### src/verilog/gst_pkg.sv
// Purpose: Shared constants and types for the gated sixteen-bit timer.
// Assumes: APB register map with one aligned 32-bit word per register.
// Notes: Narrow registers sit in the low bits; upper bits read as zero.
package gst_pkg;

  // ==========================================================================
  // Register map
  localparam logic [7:0] GST_ADDR_CNT_LO = 8'h00;
  localparam logic [7:0] GST_ADDR_CNT_HI = 8'h04;
  localparam logic [7:0] GST_ADDR_STATUS = 8'h08;
  localparam logic [7:0] GST_ADDR_CLEAR = 8'h0c;
  localparam logic [7:0] GST_ADDR_CTRL = 8'h10;
  localparam logic [7:0] GST_ADDR_IRQ_EN = 8'h14;
  localparam logic [7:0] GST_ADDR_IRQ_CTL = 8'h18;

  // ==========================================================================
  // Field layout of timer_control
  localparam int GST_CTL_W = 7;
  localparam int GST_CTL_ON = 0;
  localparam int GST_CTL_CS = 1;
  localparam int GST_CTL_SYNC_BYP = 2;
  localparam int GST_CTL_LPOSC = 3;
  localparam int GST_CTL_PS_LO = 4;
  localparam int GST_CTL_PS_HI = 5;
  localparam int GST_CTL_GATE_EN = 6;
  localparam logic [6:0] GST_CTL_RESET = 7'h00;

  // Status, clear and enable share one layout; irq control holds two enables.
  localparam int GST_ST_ROLLOVER = 0;
  localparam int GST_IRQC_PERIPH = 0;
  localparam int GST_IRQC_GLOBAL = 1;

  // ==========================================================================
  // Counting constants
  localparam int GST_INSN_DIV_W = 2;
  localparam logic [1:0] GST_INSN_LAST = 2'h3;
  localparam int GST_PRE_W = 3;
  localparam logic [15:0] GST_CNT_MAX = 16'hffff;
  localparam logic [15:0] GST_CNT_ZERO = 16'h0000;

  typedef enum logic {GST_ARM_WAIT_FALL, GST_ARM_READY} gst_arm_e;

  function automatic logic [2:0] gst_pre_limit(input logic [1:0] sel);
    gst_pre_limit = 3'((4'h1 << sel) - 4'h1);
  endfunction : gst_pre_limit

  function automatic logic gst_addr_hit(input logic [7:0] a);
    gst_addr_hit = (a == GST_ADDR_CNT_LO) || (a == GST_ADDR_CNT_HI) || (a == GST_ADDR_STATUS) ||
                   (a == GST_ADDR_CLEAR) || (a == GST_ADDR_CTRL) || (a == GST_ADDR_IRQ_EN) ||
                   (a == GST_ADDR_IRQ_CTL);
  endfunction : gst_addr_hit

endpackage : gst_pkg

### src/verilog/gst_sync2.sv
// Purpose: Two-flop synchroniser for pin levels entering the pclk domain.
// Assumes: Inputs are asynchronous levels.
// Notes: Only the second stage is visible to the rest of the block.
`timescale 1ns/1ps
module gst_sync2 import gst_pkg::*; #(
  parameter int W = 2,
  parameter logic [W-1:0] RST = '0
) (
  input wire logic pclk,
  input wire logic presetn,
  input wire logic [W-1:0] d,
  output logic [W-1:0] q
);

  logic [W-1:0] meta_ff;

  // ==========================================================================
  // Two stages
  always_ff @(posedge pclk or negedge presetn) begin
    if (!presetn) begin
      meta_ff <= RST;
      q <= RST;
    end else begin
      meta_ff <= d;
      q <= meta_ff;
    end
  end

endmodule : gst_sync2

### src/verilog/gst_timer.sv
// Purpose: Gated sixteen-bit timer/counter with prescaler, APB registers and rollover interrupt.
// Assumes: pclk at 250 MHz; pins are asynchronous; sleep_mode and config inputs are pclk-domain.
// Notes: Every pin passes two flops, so the unsynchronised mode differs only in running through sleep.
// Behaviour
// - Sixteen-bit count wraps to zero, sets flag
// - Interrupt needs flag, timer, peripheral, global enables
// - Source select: instruction clock or pin rising
// - External mode waits for falling edge first
// - Prescale field divides by 1/2/4/8
// - Prescaler hidden, cleared by count writes
// - Timer-on runs timer; off ignores gate
// - Gate enabled: count only while gate low
// - Sync bypass only matters with external source
// - Unsynchronised mode counts in sleep, wakes
// - Oscillator enable acts only on internal oscillator
// - Control bit seven reads zero, resets zero
// - Analog-configured pins read as zero
// - Count byte reads always valid
// - Oscillator on forces pin directions, reads zero
//
// The APB register port was decided locally.
`timescale 1ns/1ps
module gst_timer import gst_pkg::*; (
  input wire logic pclk,
  input wire logic presetn,
  input wire logic psel,
  input wire logic penable,
  input wire logic pwrite,
  input wire logic [7:0] paddr,
  input wire logic [31:0] pwdata,
  output logic [31:0] prdata,
  output logic pready,
  output logic pslverr,
  input wire logic gate_pin_n,
  input wire logic ext_count_input,
  input wire logic gate_pin_analog,
  input wire logic count_pin_analog,
  input wire logic internal_oscillator_no_clkout,
  input wire logic sleep_mode,
  output logic irq,
  output logic wake,
  output logic lp_osc_run,
  output logic pin4_direction_force,
  output logic pin5_direction_force,
  output logic pin4_read,
  output logic pin5_read
);

  // ==========================================================================
  // State
  typedef struct packed {
    logic [GST_CTL_W-1:0] ctrl;
    logic [15:0] cnt;
    logic [GST_PRE_W-1:0] pre;
    logic [GST_INSN_DIV_W-1:0] div;
    gst_arm_e arm;
    logic ext_prev;
    logic flag;
    logic irq_en;
    logic periph_en;
    logic global_en;
    logic [31:0] rdata;
    logic wake;
    logic lp_run;
    logic pin4_rd;
    logic pin5_rd;
  } gst_state_s;

  gst_state_s r_ff;
  gst_state_s nxt_r;
  logic gate_sync;
  logic ext_sync;
  logic gate_v;
  logic ext_v;
  logic ext_sel;
  logic async_mode;
  logic running;
  logic src_tick;
  logic inc;
  logic roll;
  logic acc;
  logic wr;
  logic cnt_wr;
  logic clr_wr;
  logic lp_active;
  logic rd_setup;

  gst_sync2 #(.W(2), .RST(2'b01)) u_sync (
    .pclk(pclk),
    .presetn(presetn),
    .d({ext_count_input, gate_pin_n}),
    .q({ext_sync, gate_sync})
  );

  // ==========================================================================
  // Bus handshake
  // Zero-wait slave: read data is captured in the setup cycle so prdata is a flop.
  assign acc = psel && penable;
  assign rd_setup = psel && !penable && !pwrite;
  assign pready = acc;
  assign pslverr = acc && !gst_addr_hit(paddr);
  assign wr = acc && pwrite && gst_addr_hit(paddr);
  assign cnt_wr = wr && ((paddr == GST_ADDR_CNT_LO) || (paddr == GST_ADDR_CNT_HI));
  assign clr_wr = wr && (paddr == GST_ADDR_CLEAR) && pwdata[GST_ST_ROLLOVER];

  // ==========================================================================
  // Count path
  always_comb begin
    gate_v = gate_pin_analog ? 1'b0 : gate_sync;
    ext_v = count_pin_analog ? 1'b0 : ext_sync;
    ext_sel = r_ff.ctrl[GST_CTL_CS];
    async_mode = ext_sel && r_ff.ctrl[GST_CTL_SYNC_BYP];
    lp_active = r_ff.ctrl[GST_CTL_LPOSC] && internal_oscillator_no_clkout;
    running = r_ff.ctrl[GST_CTL_ON] && (!r_ff.ctrl[GST_CTL_GATE_EN] || !gate_v) &&
              (!sleep_mode || async_mode);
    if (ext_sel) begin
      src_tick = ext_v && !r_ff.ext_prev && (r_ff.arm == GST_ARM_READY);
    end else begin
      src_tick = (r_ff.div == GST_INSN_LAST);
    end
    inc = running && src_tick &&
          (r_ff.pre == gst_pre_limit(r_ff.ctrl[GST_CTL_PS_HI:GST_CTL_PS_LO]));
    roll = inc && (r_ff.cnt == GST_CNT_MAX);
  end

  // ==========================================================================
  // Next state
  always_comb begin
    nxt_r = r_ff;
    nxt_r.div = r_ff.div + 2'h1;
    nxt_r.ext_prev = ext_v;
    nxt_r.wake = roll && sleep_mode && async_mode;
    nxt_r.lp_run = lp_active;
    nxt_r.pin4_rd = (gate_pin_analog || lp_active) ? 1'b0 : gate_sync;
    nxt_r.pin5_rd = (count_pin_analog || lp_active) ? 1'b0 : ext_sync;

    // A stopped timer must see a fresh falling edge after it is started again.
    if (!r_ff.ctrl[GST_CTL_ON]) begin
      nxt_r.arm = GST_ARM_WAIT_FALL;
    end else begin
      case (r_ff.arm)
        GST_ARM_WAIT_FALL: begin
          if (!ext_v && r_ff.ext_prev) begin
            nxt_r.arm = GST_ARM_READY;
          end
        end
        GST_ARM_READY: begin
          nxt_r.arm = GST_ARM_READY;
        end
        default: begin
          nxt_r.arm = GST_ARM_WAIT_FALL;
        end
      endcase
    end

    if (running && src_tick) begin
      if (inc) begin
        nxt_r.pre = '0;
        nxt_r.cnt = r_ff.cnt + 16'h0001;
      end else begin
        nxt_r.pre = r_ff.pre + 3'h1;
      end
    end

    // Rollover wins over a clear in the same cycle so no event is lost.
    if (clr_wr) begin
      nxt_r.flag = 1'b0;
    end
    if (roll) begin
      nxt_r.flag = 1'b1;
    end

    if (wr) begin
      case (paddr)
        GST_ADDR_CNT_LO: begin
          nxt_r.cnt[7:0] = pwdata[7:0];
          nxt_r.pre = '0;
        end
        GST_ADDR_CNT_HI: begin
          nxt_r.cnt[15:8] = pwdata[7:0];
          nxt_r.pre = '0;
        end
        GST_ADDR_CTRL: begin
          nxt_r.ctrl = pwdata[GST_CTL_W-1:0];
        end
        GST_ADDR_IRQ_EN: begin
          nxt_r.irq_en = pwdata[GST_ST_ROLLOVER];
        end
        GST_ADDR_IRQ_CTL: begin
          nxt_r.periph_en = pwdata[GST_IRQC_PERIPH];
          nxt_r.global_en = pwdata[GST_IRQC_GLOBAL];
        end
        default: begin
          nxt_r.ctrl = r_ff.ctrl;
        end
      endcase
    end

    // Count bytes are sampled from the synchronised count, so every read is a whole byte.
    if (rd_setup) begin
      case (paddr)
        GST_ADDR_CNT_LO: nxt_r.rdata = {24'h000000, r_ff.cnt[7:0]};
        GST_ADDR_CNT_HI: nxt_r.rdata = {24'h000000, r_ff.cnt[15:8]};
        GST_ADDR_STATUS: nxt_r.rdata = {31'h00000000, r_ff.flag};
        GST_ADDR_CTRL: nxt_r.rdata = {25'h0000000, r_ff.ctrl};
        GST_ADDR_IRQ_EN: nxt_r.rdata = {31'h00000000, r_ff.irq_en};
        GST_ADDR_IRQ_CTL: nxt_r.rdata = {30'h00000000, r_ff.global_en, r_ff.periph_en};
        default: nxt_r.rdata = 32'h00000000;
      endcase
    end
  end

  // ==========================================================================
  // Registers
  always_ff @(posedge pclk or negedge presetn) begin
    if (!presetn) begin
      r_ff <= '{ctrl: GST_CTL_RESET, cnt: GST_CNT_ZERO, pre: '0, div: '0, arm: GST_ARM_WAIT_FALL,
                ext_prev: 1'b0, flag: 1'b0, irq_en: 1'b0, periph_en: 1'b0, global_en: 1'b0,
                rdata: 32'h00000000, wake: 1'b0, lp_run: 1'b0, pin4_rd: 1'b0, pin5_rd: 1'b0};
    end else begin
      r_ff <= nxt_r;
    end
  end

  // ==========================================================================
  // Outputs
  assign prdata = r_ff.rdata;
  assign irq = r_ff.flag && r_ff.irq_en && r_ff.periph_en && r_ff.global_en;
  assign wake = r_ff.wake;
  assign lp_osc_run = r_ff.lp_run;
  assign pin4_direction_force = r_ff.lp_run;
  assign pin5_direction_force = r_ff.lp_run;
  assign pin4_read = r_ff.pin4_rd;
  assign pin5_read = r_ff.pin5_rd;

  // ==========================================================================
  // Assertions
  AST_WRAP: assert property (@(posedge pclk) disable iff (!presetn)
    (roll && !cnt_wr) |=> (r_ff.cnt == GST_CNT_ZERO) && r_ff.flag)
    else $error("Rollover did not wrap to zero and set the flag.");

  AST_IRQ_GATED: assert property (@(posedge pclk) disable iff (!presetn)
    irq |-> r_ff.global_en && r_ff.periph_en && r_ff.irq_en && r_ff.flag)
    else $error("Interrupt raised without all enables set.");

  AST_FLAG_HELD: assert property (@(posedge pclk) disable iff (!presetn)
    $fell(r_ff.flag) |-> $past(clr_wr) && !$past(roll))
    else $error("Rollover flag cleared without a software clear.");

  AST_INSN_RATE: assert property (@(posedge pclk) disable iff (!presetn)
    (inc && !ext_sel) |=> !inc [*3])
    else $error("Internal source counted faster than one per four clocks.");

  AST_ARM_FIRST: assert property (@(posedge pclk) disable iff (!presetn)
    (ext_sel && r_ff.arm == GST_ARM_WAIT_FALL) |-> !inc)
    else $error("External count before a falling edge was seen.");

  AST_PRESCALE: assert property (@(posedge pclk) disable iff (!presetn)
    inc |-> r_ff.pre == gst_pre_limit(r_ff.ctrl[GST_CTL_PS_HI:GST_CTL_PS_LO]))
    else $error("Count step did not wait for the full prescale.");

  AST_PRE_CLEAR: assert property (@(posedge pclk) disable iff (!presetn)
    cnt_wr |=> r_ff.pre == '0)
    else $error("Prescaler not cleared by a count write.");

  AST_OFF_IDLE: assert property (@(posedge pclk) disable iff (!presetn)
    !r_ff.ctrl[GST_CTL_ON] |-> !inc)
    else $error("Timer counted while switched off.");

  AST_GATE_HOLD: assert property (@(posedge pclk) disable iff (!presetn)
    (r_ff.ctrl[GST_CTL_GATE_EN] && gate_v) |-> !inc)
    else $error("Timer counted while the gate was high.");

  AST_SLEEP_STOP: assert property (@(posedge pclk) disable iff (!presetn)
    (sleep_mode && !async_mode) |-> !inc)
    else $error("Synchronised timer counted during sleep.");

  AST_WAKE_CAUSE: assert property (@(posedge pclk) disable iff (!presetn)
    wake |-> $past(roll) && $past(sleep_mode))
    else $error("Wake without a rollover in sleep.");

  AST_CTRL_TOP: assert property (@(posedge pclk) disable iff (!presetn)
    (rd_setup && paddr == GST_ADDR_CTRL) |=> prdata[31:GST_CTL_W] == '0)
    else $error("Unimplemented control bits read nonzero.");

  AST_LP_PINS: assert property (@(posedge pclk) disable iff (!presetn)
    lp_osc_run |-> pin4_direction_force && pin5_direction_force && !pin4_read && !pin5_read)
    else $error("Oscillator pins not forced while oscillator runs.");

  // The count moves only on a count step or a count write; the prescaler holds while the timer is stopped.
  AST_CNT_STEP: assert property (@(posedge pclk) disable iff (!presetn)
    (inc && !cnt_wr) |=> r_ff.cnt == $past(r_ff.cnt) + 16'h0001)
    else $error("Count step did not add exactly one.");

  AST_CNT_HOLD: assert property (@(posedge pclk) disable iff (!presetn)
    (!inc && !cnt_wr) |=> $stable(r_ff.cnt))
    else $error("Count moved without a count step or a count write.");

  AST_PRE_HOLD: assert property (@(posedge pclk) disable iff (!presetn)
    (!running && !cnt_wr) |=> $stable(r_ff.pre))
    else $error("Prescaler moved while the timer was stopped.");

  AST_LO_ONLY: assert property (@(posedge pclk) disable iff (!presetn)
    (cnt_wr && paddr == GST_ADDR_CNT_LO && !inc) |=>
      r_ff.cnt == {$past(r_ff.cnt[15:8]), $past(pwdata[7:0])})
    else $error("Low byte write did not load only the low byte.");

  AST_HI_ONLY: assert property (@(posedge pclk) disable iff (!presetn)
    (cnt_wr && paddr == GST_ADDR_CNT_HI && !inc) |=>
      r_ff.cnt == {$past(pwdata[7:0]), $past(r_ff.cnt[7:0])})
    else $error("High byte write did not load only the high byte.");

  AST_SET_WINS: assert property (@(posedge pclk) disable iff (!presetn)
    (roll && clr_wr) |=> r_ff.flag)
    else $error("Clear beat a rollover in the same cycle.");

  AST_FLAG_ROSE: assert property (@(posedge pclk) disable iff (!presetn)
    $rose(r_ff.flag) |-> $past(roll))
    else $error("Rollover flag set without a rollover.");

  AST_LP_IGNORED: assert property (@(posedge pclk) disable iff (!presetn)
    !internal_oscillator_no_clkout |=> !lp_osc_run)
    else $error("Oscillator ran without the internal oscillator.");

  AST_ANALOG_READ: assert property (@(posedge pclk) disable iff (!presetn)
    count_pin_analog |=> !pin5_read)
    else $error("Analog count pin did not read zero.");

  AST_UNMAPPED_READ: assert property (@(posedge pclk) disable iff (!presetn)
    (rd_setup && !gst_addr_hit(paddr)) |=> prdata == 32'h00000000)
    else $error("Unmapped read returned nonzero data.");

  // ==========================================================================
  // Cover points
  COV_ROLL: cover property (@(posedge pclk) disable iff (!presetn) roll);
  COV_PRE8: cover property (@(posedge pclk) disable iff (!presetn)
    inc && (&r_ff.ctrl[GST_CTL_PS_HI:GST_CTL_PS_LO]));
  COV_WAKE: cover property (@(posedge pclk) disable iff (!presetn) wake);
  COV_EXT_INC: cover property (@(posedge pclk) disable iff (!presetn) inc && ext_sel);
  COV_GATED: cover property (@(posedge pclk) disable iff (!presetn)
    r_ff.ctrl[GST_CTL_ON] && r_ff.ctrl[GST_CTL_GATE_EN] && gate_v);

endmodule : gst_timer
### config.mk
export PLATFORM = sky130hd
export DESIGN_NAME = gst_timer
export DESIGN_NICKNAME = d
export VERILOG_FILES = /design/src/verilog/gst_pkg.sv /design/src/verilog/gst_sync2.sv /design/src/verilog/gst_timer.sv
export SDC_FILE = /design/constraint.sdc
export NUM_CORES = 1
export LEC_CHECK = 0
export BUFFER_PORTS_ARGS = -buffer_cell sky130_fd_sc_hd__buf_2
export CAP_MARGIN = 20
export CORE_AREA = 3 3 92 94
export CTS_BUF_LIST = sky130_fd_sc_hd__clkbuf_2
export CTS_CLUSTER_DIAMETER = 200
export DETAILED_ROUTE_END_ITERATION = 8
export DIE_AREA = 0 0 95 97
export GPL_ROUTABILITY_DRIVEN = 0
export PLACE_DENSITY_LB_ADDON = 0.25
export SYNTH_ARGS = -nofsm -noshare
export SYNTH_HDL_FRONTEND = slang
export SYNTH_SLANG_ARGS = --single-unit
### constraint.sdc
create_clock -name pclk -period 2.6 [get_ports pclk]
set_input_delay 0.52 -clock pclk [delete_from_list [all_inputs] [get_ports pclk]]
set_output_delay 0.52 -clock pclk [all_outputs]
set_load 0.02 [all_outputs]
* After elaboration in Yosys (flattened, before gate mapping) *
Index checks and enable logic that the tools add are counted.
Widths: inputs -> output; s select.

storage, ports and cells
  register bits = 74
  output and inout bits = 41
  logic and storage cells = 97

operators by class
  add/subtract/negate cells = 4
  equal/unequal tests = 9
  shift-type cells = 1
  mux-type cells = 18
  bitwise logic cells = 1
  reductions and logical operators = 47

operators by type and width
  cell                   count
  $pmux 8 s6             1
  $mux 19                2
  $eq 8x5->1 const B     3
  $logic_and 1x1->1      23
  $add 16x1->16 const B  1
  $eq 16x16->1 const B   1
  $eq 8x4->1 const B     2
  $mux 16                1
  $mux 8                 2
  $logic_or 1x1->1       10
  $mux 1                 9
  $eq 8x3->1 const B     1
  $logic_not 1->1        8
  $logic_not 8->1        1
  $mux 3                 2
  $reduce_and 2->1       3
  $add 3x1->3 const B    1
  $eq 3x3->1             1
  $shl 1x2->3 const A    1
  $sub 3x1->3 const B    1
  $add 2x1->2 const B    1
  $eq 2x2->1 const B     1
  $pmux 1 s2             1
  $reduce_bool 2->1      1
  other kinds (2)        2

* Longest topological paths before layout *
  depth after elaboration = 12
  depth in mapped cells = 8
  gate-level depth less buffers = 6

* Cells and area by module *
A second synthesis with hierarchy kept.

second synthesis, totals
  cell total of the unflattened synthesis = 312
  area, all modules = 3085.5 sq um

by module, submodules not included
  module     times used  cells each  area an instance (sq um)
  gst_timer  1           308         2982.9
  gst_sync2  1           4           102.6

* Least setup slack after synthesis *
No wires, ideal clock.

  path type = input-to-reg
  from = input paddr[0]
  to = register r_ff[49] (netlist name)
  setup time = 0.125 ns
  arrival time = 2.132 ns
  data required time = 2.475 ns
  slack = 0.343 ns
  cell stages on the path = 5
  buffers on the path = 0
  cell sequence = or4_1 -> nor4_2 -> and2b_1 -> and2_1 -> mux2_2

RTL lines
  element               line              RTL
  from (decl)           gst_timer.sv:29   input wire logic [7:0] paddr,
  to (signal assigned)  gst_timer.sv:217  r_ff <= '{ctrl: GST_CTL_RESET, cnt: GST_CNT_ZERO, pre: '0, div: '0, arm: GST_ARM_WAIT_FALL,
  to (signal assigned)  gst_timer.sv:221  r_ff <= nxt_r;
  to (decl)             gst_timer.sv:69   gst_state_s r_ff;

==> metrics.txt <==
CTS Buffer Depth=2; core area=7730 sq um; reg-to-reg startpoint=r_ff[67]; Tcrit/Tclk final=84.3%; most common cell after layout, fill and taps aside=dfrtp_1; vias per cell=5.15; post-CTS setup buffers=0; DP Wirelength=5320 um; Layout fillers=818; max-cap violation count=0; Mapped Area=3030 sq um; outcome=finished clean; total clock sinks=50; CP most frequent cell=and3_1; Slew Viols, Final=0; yosys warns=0; CP delay by family, top=compound AO/OA/AOI/OAI gates; Worst path slowest cell=a2111o_1; Num CTS Buffers=5; grt ovf=0; cell chain of the critical path=or2_1 > a2111o_1 > a211oi_2 > and3_1 > and3_1; min Tclk post-route=2.19 ns; Worst-path clk slew=0.26 ns; # H-tree levels=2; # rows=32; Critical path origin=r_ff[67]; Root Buffer Master=clkbuf_2; first-pass GRT wire length=11500 um; DR pass1 iterations=4; DR iter-0 viols=56; Nets=407; Crit Path Max Fanout=5; Distinct cells, synth=55; endpoints failing hold=0; CP required=2.98 ns; # resized after CTS=0; FF+latch area=1250 sq um; Slew HR=59.4%; Die X=95 um; die area=9220 sq um; skew final=0.0291 ns; Worst-Margin Slew=0.610 ns; DR vias=2347; Setup crit start kind=register; Initial Utilization=39.2%; initial antenna violation count=0; Mapped Cells=314; Lkg Pwr=1.51 nW; Synth Flop Type=dfrtp_1; Fmax=456 MHz; Final setup viols=0; Worst-Skew Late Latency=0.45 ns; most frequent cells in the layout=dfrtp_1 (48), buf_2 (43), nand2_1 (33); EDFF count, synth=0; PortBufs=43; sequential cell area fraction in the yosys report=41.4%; Finished Cell Area=3300 sq um; Post-DP Area=3260 sq um; antenna cell count=0; mean cell area of the mapped netlist=9.65 sq um; Critical Path AT=2.58 ns; Total Wirelength=6930 um; Worst Path Buf+Inv=0; layout cell share with drive strength beyond 1=24.0%; Die Y=97 um; Layout Area Growth over Synthesis=8.88%; Total GRT Usage=15.8%; Hold Path Class=input pin to asynchronous set/reset pin; vias in the first global route=2296; async set or reset register ratio after synthesis=100%; area of the multi-input gates=1550 sq um; worst vdd ir=0.000200 V; largest net degree at the start of global routing=27; # DRC=0; I/O Pins=92; Worst Setup Path Type=register to register; Fin Setup TNS=0 ns; mean routed wirelength per cell=15.2 um; P per Cell Area=383 nW/um^2; Synth Register Bits=50; Critical Path Max Stage Delay=0.51 ns; number of routed nets with antenna violations=0; Worst R2R Setup Slack=0.41 ns; CTS tree=yes; RSZ-0062 raised after global routing=false; element type at the critical path end=register; # hold bufs at CTS=0
==> kinds of logic (layout without fill, tap and decap cells) <==
| family | Yosys count | in the layout | share of synthesized area, % |
|---|---|---|---|
| buffers and inverters | 49 | 66 | 10.4 |
| DFF | 50 | 50 | 41.4 |
| muxes | 27 | 27 | 9.45 |
| adders and majority gates | 3 | 3 | 1.24 |
| AOI/OAI and AO/OA | 58 | 58 | 13.5 |
| xor gates and xnor gates | 7 | 7 | 2.02 |
| other | 1 | 24 | 0.124 |
| and+or+nand+nor | 119 | 119 | 21.8 |
==> per-stage QoR <==
step / total power [mW] / cells / setup WS, ns / util [%] / hold WS (ns)
2_1_floorplan: 0.922 / 337 / 0.343 / - / 0.224
6_report: 1.26 / 456 / 0.409 / 42.7 / 0.0271
3_5_place_dp: 0.958 / 448 / 0.238 / 42.2 / 0.336
3_3_place_gp: 0.955 / 448 / 0.243 / 42.2 / 0.337
4_1_cts: 1.28 / 456 / 0.369 / 42.7 / 0.0444
5_1_grt: 1.33 / 456 / 0.260 / 42.7 / 0.0558
==> synth_stat cells, types with 2 or more instances <==
library cell	number	area, sq um
nor4bb_1	2	20.0
and2_1	6	37.5
nand3b_1	2	15.0
or3_1	6	37.5
a31oi_1	5	31.3
nor3_1	4	20.0
ha_1	3	37.5
and3b_1	2	17.5
buf_1	3	11.3
o21ai_0	9	45.0
o21a_1	2	15.0
dfstp_2	2	52.6
nand3_1	8	40.0
or2_1	2	12.5
o211ai_1	2	15.0
buf_4	34	255
xnor2_1	6	52.6
mux2_2	13	146
nor2_1	17	63.8
and4_1	5	43.8
and3_1	5	31.3
nand2_1	33	124
o21ai_1	4	20.0
nor3b_1	7	52.6
a2111oi_1	2	20.0
a21oi_1	16	80.1
o31ai_1	2	15.0
a22oi_1	4	30.0
a2111oi_2	2	30.0
clkbuf_1	5	18.8
dfrtp_1	48	1200
nand4_1	3	18.8
inv_1	4	15.0
buf_2	3	15.0
nor2b_1	9	56.3
nor4_2	2	25.0
mux2i_1	14	140
==> worst paths after layout <==
check | to | cells past startpoint
max | wake | 5
min | prdata[6] | 1
max reg2reg | wake | 5
min reg2reg | u_sync.q[0] | 0
max in group asynchronous | r_ff[40] | 2
min in group pclk | u_sync.meta_ff[0] | 1
==> area by class of cell <==
cell class | count | share of cell area [%]
Timing Repair Buffer | 54 | 9.40
Clock buffer | 6 | 0.910
Inverter | 4 | 0.455
Sequential cell | 50 | 38.0
Tap cell | 102 | 3.87
Clock inverter | 2 | 0.265
Multi-Input combinational cell | 238 | 47.1
==> routing by layer <==
| metal | share of wire, % | track usage, % | vias up |
|---|---|---|---|
| li1 | - | - | 1140 |
| met1 | 46 | 21.0 | 1142 |
| met2 | 49 | 26.4 | 57 |
| met3 | 4.4 | 2.80 | 8 |
| met4 | 1.1 | 3.77 | 0 |
| met5 | 0 | 0 | - |
==> flip-flops by register name (all words and copies together) (netlist names) <==
register,count
prdata,8
u_sync.meta_ff,2
r_ff,33
lp_osc_run,1
wake,1
ext_sel,1
pin5_read,1
pin4_read,1
u_sync.q,2
==> report_power, final <==
part | internal (mW) | leakage [nW] | switching, mW
sequential | 0.793 | 0.642 | 0.0111
clock | 0.0661 | 0.0304 | 0.254
combinational | 0.0414 | 0.833 | 0.0981
(Power assumes the default switching activity.)
